`src/pwt_pkg.sv`:
```
package pwt_pkg;

    ////////////////////////////////////////////////////////////////////////////
    // channel counts
    localparam int PWT_POS_CHANNELS = 4;
    localparam int PWT_ROT_CHANNELS = 4;
    localparam int PWT_TRIG_OUTPUTS = 4;

    ////////////////////////////////////////////////////////////////////////////
    // data widths
    localparam int PWT_POS_WIDTH = 32;
    localparam int PWT_ANG_WIDTH = 16;

    ////////////////////////////////////////////////////////////////////////////
    // angle scale: signed, full scale is half a revolution each way
    localparam logic signed [15:0] PWT_ANG_MIN = 16'sh8000;
    localparam logic signed [15:0] PWT_ANG_MAX = 16'sh7fff;

    ////////////////////////////////////////////////////////////////////////////
    // reset values
    localparam logic PWT_TRIG_RST = 1'b0;

    ////////////////////////////////////////////////////////////////////////////
    // source group selection per trigger output
    typedef enum logic {
        PWT_GRP_POS,
        PWT_GRP_ROT
    } pwt_group_t;

endpackage

```
`src/pwt_window_triggers.sv`:
```
`timescale 1ns/1ps
`default_nettype none

////////////////////////////////////////////////////////////////////////////////
// one window compare, shared by both channel groups
module pwt_win_cmp
    import pwt_pkg::*;
#(
    parameter int W = PWT_POS_WIDTH
)
(
    // compared value and edges
    input  wire logic signed [W-1:0] value,
    input  wire logic signed [W-1:0] left_edge,
    input  wire logic signed [W-1:0] right_edge,
    // profile
    input  wire logic                invert,
    // result
    output logic                     level
);

    logic below;
    logic above;

    ////////////////////////////////////////////////////////////////////////////
    // edges are inclusive; left above right gives an empty window
    always_comb
    begin
        below = (value < left_edge);
        above = (value > right_edge);
        if (below || above)
            level = invert;
        else
            level = ~invert;
    end

endmodule

////////////////////////////////////////////////////////////////////////////////
// one trigger output: OR of the selected sources of its own group
module pwt_out_route
    import pwt_pkg::*;
#(
    parameter int NPOS = PWT_POS_CHANNELS,
    parameter int NROT = PWT_ROT_CHANNELS
)
(
    // group choice
    input  wire logic            group_rot,
    // source selection
    input  wire logic [NPOS-1:0] pos_sel,
    input  wire logic [NROT-1:0] rot_sel,
    // source levels
    input  wire logic [NPOS-1:0] pos_lvl,
    input  wire logic [NROT-1:0] rot_lvl,
    // result
    output logic                 level
);

    logic pos_any;
    logic rot_any;

    ////////////////////////////////////////////////////////////////////////////
    // the unselected group is ignored, so groups never mix
    always_comb
    begin
        pos_any = |(pos_lvl & pos_sel);
        rot_any = |(rot_lvl & rot_sel);
        if (group_rot == 1'h1)
            level = rot_any;
        else
            level = pos_any;
    end

endmodule

////////////////////////////////////////////////////////////////////////////////
// position and rotor angle window triggers with output routing
module pwt_window_triggers
    import pwt_pkg::*;
#(
    parameter int NPOS = PWT_POS_CHANNELS,
    parameter int NROT = PWT_ROT_CHANNELS,
    parameter int NOUT = PWT_TRIG_OUTPUTS,
    parameter int PW   = PWT_POS_WIDTH,
    parameter int AW   = PWT_ANG_WIDTH
)
(
    // clock and reset
    input  wire logic                       core_clk,
    input  wire logic                       rst_n,
    input  wire logic                       clk_en,
    // feedback
    input  wire logic signed [PW-1:0]       act_pos,
    input  wire logic signed [AW-1:0]       enc_angle,
    // position channel settings
    input  wire logic signed [NPOS*PW-1:0]  pos_left,
    input  wire logic signed [NPOS*PW-1:0]  pos_right,
    input  wire logic        [NPOS-1:0]     pos_invert,
    // rotor channel settings
    input  wire logic signed [NROT*AW-1:0]  rot_left,
    input  wire logic signed [NROT*AW-1:0]  rot_right,
    input  wire logic        [NROT-1:0]     rot_invert,
    // output routing
    input  wire logic        [NOUT-1:0]      out_group_rot,
    input  wire logic        [NOUT*NPOS-1:0] out_pos_sel,
    input  wire logic        [NOUT*NROT-1:0] out_rot_sel,
    // results
    output logic             [NPOS-1:0]      pos_trig,
    output logic             [NROT-1:0]      rot_trig,
    output logic             [NOUT-1:0]      trig_out
);

    ////////////////////////////////////////////////////////////////////////////
    // next levels, one bit per channel or output
    wire logic [NPOS-1:0] pos_trig_nxt;
    wire logic [NROT-1:0] rot_trig_nxt;
    wire logic [NOUT-1:0] trig_out_nxt;

    ////////////////////////////////////////////////////////////////////////////
    // position channels: compare actual position only
    genvar gi;
    for (gi = 0; gi < NPOS; gi++)
    begin : g_pos
        pwt_win_cmp #(
            .W          (PW)
        ) u_cmp (
            .value      (act_pos),
            .left_edge  (pos_left[gi*PW +: PW]),
            .right_edge (pos_right[gi*PW +: PW]),
            .invert     (pos_invert[gi]),
            .level      (pos_trig_nxt[gi])
        );
    end

    ////////////////////////////////////////////////////////////////////////////
    // rotor channels: signed angle, so the level repeats each turn
    genvar gj;
    for (gj = 0; gj < NROT; gj++)
    begin : g_rot
        pwt_win_cmp #(
            .W          (AW)
        ) u_cmp (
            .value      (enc_angle),
            .left_edge  (rot_left[gj*AW +: AW]),
            .right_edge (rot_right[gj*AW +: AW]),
            .invert     (rot_invert[gj]),
            .level      (rot_trig_nxt[gj])
        );
    end

    ////////////////////////////////////////////////////////////////////////////
    // output routing, from the same sample as the channel levels
    genvar gk;
    for (gk = 0; gk < NOUT; gk++)
    begin : g_out
        pwt_out_route #(
            .NPOS      (NPOS),
            .NROT      (NROT)
        ) u_route (
            .group_rot (out_group_rot[gk]),
            .pos_sel   (out_pos_sel[gk*NPOS +: NPOS]),
            .rot_sel   (out_rot_sel[gk*NROT +: NROT]),
            .pos_lvl   (pos_trig_nxt),
            .rot_lvl   (rot_trig_nxt),
            .level     (trig_out_nxt[gk])
        );
    end

    ////////////////////////////////////////////////////////////////////////////
    // registered channel and output levels
    always_ff @(posedge core_clk or negedge rst_n)
    begin
        if (!rst_n)
            pos_trig <= {NPOS{PWT_TRIG_RST}};
        else if (clk_en)
            pos_trig <= pos_trig_nxt;
    end

    always_ff @(posedge core_clk or negedge rst_n)
    begin
        if (!rst_n)
            rot_trig <= {NROT{PWT_TRIG_RST}};
        else if (clk_en)
            rot_trig <= rot_trig_nxt;
    end

    always_ff @(posedge core_clk or negedge rst_n)
    begin
        if (!rst_n)
            trig_out <= {NOUT{PWT_TRIG_RST}};
        else if (clk_en)
            trig_out <= trig_out_nxt;
    end

endmodule

`default_nettype wire

```
`config.mk`:
```
export PLATFORM = sky130hd
export DESIGN_NAME = pwt_window_triggers
export DESIGN_NICKNAME = d
export VERILOG_FILES = /design/src/pwt_pkg.sv /design/src/pwt_window_triggers.sv
export SDC_FILE = /design/constraint.sdc
export NUM_CORES = 1
export LEC_CHECK = 0
export BUFFER_PORTS_ARGS = -buffer_cell sky130_fd_sc_hd__buf_2
export CAP_MARGIN = 5
export CORE_AREA = 4 4 191 193
export CTS_BUF_LIST = sky130_fd_sc_hd__clkbuf_8
export DETAILED_ROUTE_END_ITERATION = 8
export DIE_AREA = 0 0 195 197
export PLACE_DENSITY = 0.67
export SLEW_MARGIN = 0
export SYNTH_ARGS = -nofsm -noshare
export SYNTH_HDL_FRONTEND = slang
export SYNTH_SLANG_ARGS = --single-unit
```
`constraint.sdc`:
```
create_clock -name core_clk -period 1.3 [get_ports core_clk]
set_input_delay 0.065 -clock core_clk [delete_from_list [all_inputs] [get_ports core_clk]]
set_output_delay 0.065 -clock core_clk [all_outputs]
set_load 0.02 [all_outputs]
```
Word level (Yosys, flattened, before mapping)

Cells that the tools add are included.

Input port bits: 479
Register bits: 12
Logic and storage cells: 63

Multiplexer cells: 12
Order comparisons: 16
Bitwise gates (word level): 16
Reductions and logical operators: 16

Operators by type and width:

| operator                    | count |
|---|---|
| > comparator 32 bit         | 4 |
| less-than comparator 32 bit | 4 |
| > comparator 16 bit         | 4 |
| less-than comparator 16 bit | 4 |
| AND 4 bit                   | 8 |
| OR reduction 4 bit          | 8 |
| 2-to-1 mux 1 bit            | 12 |
| logical OR 1 bit            | 8 |
| inverter 1 bit              | 8 |

Logic depth before layout (Yosys ltp)

Word-level depth: 6
Mapped depth: 11
Mapped depth without buffers: 11

Hierarchy

A second synthesis with hierarchy kept.

Cell total of the unflattened synthesis: 1421
Area, all modules: 10533.9 um^2

By module, submodules not included:

| module                           | area an instance (um^2) | instances | sequential area each (um^2) | cells each |
|---|---|---|---|---|
| pwt_win_cmp (g_pos[0].u_cmp ...) | 1612.8                  | 4         | 0.0                         | 226 |
| pwt_win_cmp (g_rot[0].u_cmp ...) | 855.8                   | 4         | 0.0                         | 117 |
| pwt_window_triggers              | 484.2                   | 1         | 300.3                       | 25 |
| pwt_out_route                    | 43.8                    | 4         | 0.0                         | 6 |

Least setup slack after synthesis

Ideal clock, no wire load.

Path type: input to register
Start point: input pos_right[9]
End point: register trig_out[0]
Stages on the path: 11
Library setup time: 0.084 ns
Arrival: 2.301 ns
Path slack: -1.085 ns
Path buffers: 0
Data required time: 1.216 ns
Cell sequence: inv_1 ha_1 a211oi_1 o21ai_0 a311oi_1 o21ai_0 a221oi_1 xor2_1 a221oi_2 mux2_2 a41oi_2

Longest elaborated chain between the ends: 6

Ends and longest elaborated chain:

| what                   | line                       | text |
|---|---|---|
| start: declaration     | pwt_window_triggers.sv:98  | `input wire logic signed [NPOS*PW-1:0] pos_right,` |
| > comparator 32 bit    | pwt_window_triggers.sv:30  | `above = (value > right_edge);` |
| logical OR 1 bit       | pwt_window_triggers.sv:31  | `if (below \|\| above)` |
| 2-to-1 mux 1 bit       | pwt_window_triggers.sv:31  |  |
| AND 4 bit              | pwt_window_triggers.sv:67  | `pos_any = \|(pos_lvl & pos_sel);` |
| OR reduction 4 bit     | pwt_window_triggers.sv:67  |  |
| 2-to-1 mux 1 bit       | pwt_window_triggers.sv:69  | `if (group_rot == 1'h1)` |
| end signal: assignment | pwt_window_triggers.sv:191 | `trig_out <= {NOUT{PWT_TRIG_RST}};` |
| end signal: assignment | pwt_window_triggers.sv:193 | `trig_out <= trig_out_nxt;` |
| end: declaration       | pwt_window_triggers.sv:111 | `output logic [NOUT-1:0] trig_out` |

No other way between the ends.
A chain may end at the register's enable or synchronous reset.

Worst setup path after layout

Start point: input act_pos[15]
End point: register trig_out[2]

Longest elaborated chain between the ends: 6
Elaborated cells on any way between the ends: 19
Classes of those cells: order compare: 8; mux: 5; bitwise: 1; reduce/logical: 5

Ends and longest elaborated chain:

| what                                                                      | line                                                 | text |
|---|---|---|
| start: declaration                                                        | pwt_window_triggers.sv:94                            | `input wire logic signed [PW-1:0] act_pos,` |
| less-than comparator 32 bit / > comparator 32 bit (equally long branches) | pwt_window_triggers.sv:29, pwt_window_triggers.sv:30 |  |
| logical OR 1 bit                                                          | pwt_window_triggers.sv:31                            |  |
| 2-to-1 mux 1 bit                                                          | pwt_window_triggers.sv:31                            |  |
| AND 4 bit *                                                               | pwt_window_triggers.sv:67                            |  |
| OR reduction 4 bit *                                                      | pwt_window_triggers.sv:67                            |  |
| 2-to-1 mux 1 bit *                                                        | pwt_window_triggers.sv:69                            |  |

Every way passes the cells marked *; elsewhere a longest branch is shown, timed or not.

==> results by group <==
Finish
  – Design area: 0.0181 sq mm
  – Area delta synth->final: 68.7%
  – Final-stage net count: 3057
  – Share of cells above drive strength 1: 0.457
  – Post-Route Utilization: 0.523
  – Layout Cells excl Fill: 2659

Hold path
  – Min-delay worst type: input pin to register

Clocking
  – Worst-Skew Late Latency: 240 ps
  – CTS buffer count: 3
  – Clock sinks: 12
  – CTS H-tree depth: 1
  – Clock Tree Root: clkbuf_8
  – Worst-path clk slew: 60 ps
  – Worst-case clock buffer depth: 2
  – CTS tree: done

Synth
  – Seq/Total Area, Yosys: 0.0280
  – Yosys warnings: 0
  – Seq cells post-synth: 12
  – Leading area contributor after synthesis: ha_1
  – Synthesized net count: 2331
  – Netlist cell types: 70
  – Mean post-synth cell area: 7.26 sq um
  – Synth Instances: 1476
  – Synth Cell Area: 0.0107 sq mm
  – Count leader, synth: inv_1
  – Ys async rst share: 1.00
  – Top cell type's share of synthesized area: 0.439
  – Ys flop type: dfrtp_1
  – Commonest cells in the netlist: 393 x inv_1, 376 x ha_1, 125 x a21oi_1
  – Number of enable flip-flop cells after synthesis: 0
  – Top cells by area, synth: ha_1 44%, inv_1 14%, a21oi_1 5.8%

Timing
  – Relative slew margins: 0.665
  – Final Hold Vio Count: 0
  – Final worst path period need: 2450 ps
  – Final Cycle Share: 1.88
  – RSZ-0062 raised after global routing: yes
  – Clk_skew: 0 ps
  – Fmax: 409 MHz
  – Worst-margin pin slew: 499 ps
  – Final setup margin: -1150 ps
  – Setup Viol. Count Final: 12
  – Final Max Slew Viols: 0

Die
  – # IOs: 491
  – Row cnt: 68
  – Starting density of the core: 0.310
  – Die span in x: 195 um
  – Die height: 197 um
  – Core ar.: 0.0345 sq mm
  – DIE AREA: 0.0384 sq mm

Placement
  – HPWL Detailed: 45.0 mm
  – Placed cells: 2624
  – Post-DP Area: 0.0160 sq mm
  – Port Buffer Count: 490
  – Placer Congestion: 0.943

Route
  – Final WL: 51.5 mm
  – Vias: 13600
  – WL/cell: 19.4 um
  – Routed vias/inst: 5.13
  – DRC viols: 0
  – Final ANT Viol Nets: 0
  – Total iterations of the first detailed-routing run: 5
  – Initial drt markers: 604

Worst setup path
  – CP max FO: 5
  – Critical path class: input pin to register
  – Largest stage delay, worst path: 330 ps
  – Setup crit start kind: input pin
  – WP data arrival: 2550 ps
  – Buf/Inv on CP: 3
  – CP cell instances: buf_12, ha_4, nand4_1, nor4_2, inv_1, buf_6, nor4_4, a21o_1, o22ai_4, xnor2_4, a221oi_2, a41oi_2
  – CP Data Required Time: 1410 ps
  – Crit-path leading delay family: simple AND/OR/NAND/NOR gates
  – CP Capture Type: register
  – CP max-delay cell: nor4_4

Power and ir drop
  – Worst vdd rail ir drop: 0.462 mV
  – Power Density: 417 mW/mm^2
  – Static Leak: 0.0100 uW

GRT
  – Antenna violations before repair: 11
  – Vias in the first global route: 14200
  – Pin count of the biggest net entering global routing: 19
  – Grt ovf: 0
  – GRT Overall Usage: 0.247
  – First-pass GRT wire length: 76.0 mm

Run status
  – Status: finished with violations
  – Failing checks: setup timing

Run
  – Max Cap Viol: 0
[area by class of cell]
type	instances	area (sq um)
fillers	3234	16500
multi-input cells	1067	10800
repair buffers	725	4730
inverters	393	1580
well taps	455	569
flip-flops and latches	12	300
clock buffers	4	55.1
diodes	3	7.51
[final timing paths]
kind | from | endpoint | slack, ps | cells after the start
max | act_pos[15] | trig_out[2]$_DFFE_PN0P_ | -1150 | 12
min | out_group_rot[1] | trig_out[1]$_DFFE_PN0P_ | 110 | 3
max reg2reg | trig_out[2]$_DFFE_PN0P_ | trig_out[2]$_DFFE_PN0P_ | 10 | 4
min reg2reg | pos_trig[3]$_DFFE_PN0P_ | pos_trig[3]$_DFFE_PN0P_ | 510 | 2
max in group asynchronous | rst_n | pos_trig[0]$_DFFE_PN0P_ | 820 | 2
min in group asynchronous | rst_n | trig_out[3]$_DFFE_PN0P_ | 240 | 2
[cell usage in the layout (no fill, tap or decap), drive strengths merged, types with 7 or more instances in the layout]
master   count
a41oi        9
and4         7
nand2b      25
clkbuf       7
inv        393
o211ai      15
a221oi      11
a211oi      15
or2          7
a2111oi      7
nand2       89
nor2b       11
a21oi      127
o21ai       56
nor2        49
buf        721
mux2         9
ha         376
o21a        13
dfrtp       12
nand4       61
a21o        47
nor4        17
nor3        22
nand3       20
[state kept, by name, indices dropped and copies added (netlist names)]
name	cells
rot_trig	4
trig_out	4
pos_trig	4
[per-stage QoR]
stage / setup TNS, ps / hold WS, ps / worst slack [ps] / total power (uW)
after floorplan: -8220 / -231 / -938 / 3290
after global placement: -18380 / -40.3 / -2000 / 5930
after detailed placement: -18560 / -35.7 / -2010 / 6060
after CTS: -10710 / 111 / -1110 / 7120
after global routing: -12170 / 117 / -1240 / 8230
final: -11240 / 108 / -1150 / 7540
[cells by family after synthesis]
kind of cell / count (synthesis) / share of synthesized area
adders and majority gates: 376 / 0.439
muxes: 11 / 0.0113
and+or+nand+nor: 320 / 0.154
xor gates and xnor gates: 8 / 0.00654
DFF: 12 / 0.0280
buffers and inverters: 398 / 0.140
AOI/OAI and AO/OA: 351 / 0.222
[what timing repair did]
action                                  in CTS  in global routing
hold buffers                                 1                  0
setup buffers                               17                 15
resized for setup                          198                129
hold endpoints to repair                    12                  0
pin swaps                                   83                 55
cloned                                       1                  0
endpoints found under the setup margin      12                 12
[worst register-to-register path: stages (launching register included)]
cell,delay [ps]
dfrtp_1,440
or2_2,350
o41ai_4,70
o221a_2,250
a41oi_2,40
[power by group]
group | internal [uW] | leakage (uW) | switching, uW | total [uW]
logic | 3320 | 0.00987 | 3300 | 6620
clock network | 268 | 0.0000288 | 148 | 416
registers | 448 | 0.000130 | 51.8 | 500
[routing by layer]
layer,vias up,wire length (um),part of all wire,track usage
li1,6647,-,-,-
met1,6331,19400,0.38,0.273
met2,552,26800,0.52,0.484
met3,97,3450,0.067,0.0407
met4,12,1740,0.034,0.0654
met5,-,83,0.0016,0
Power figures use the tool's default switching activity.
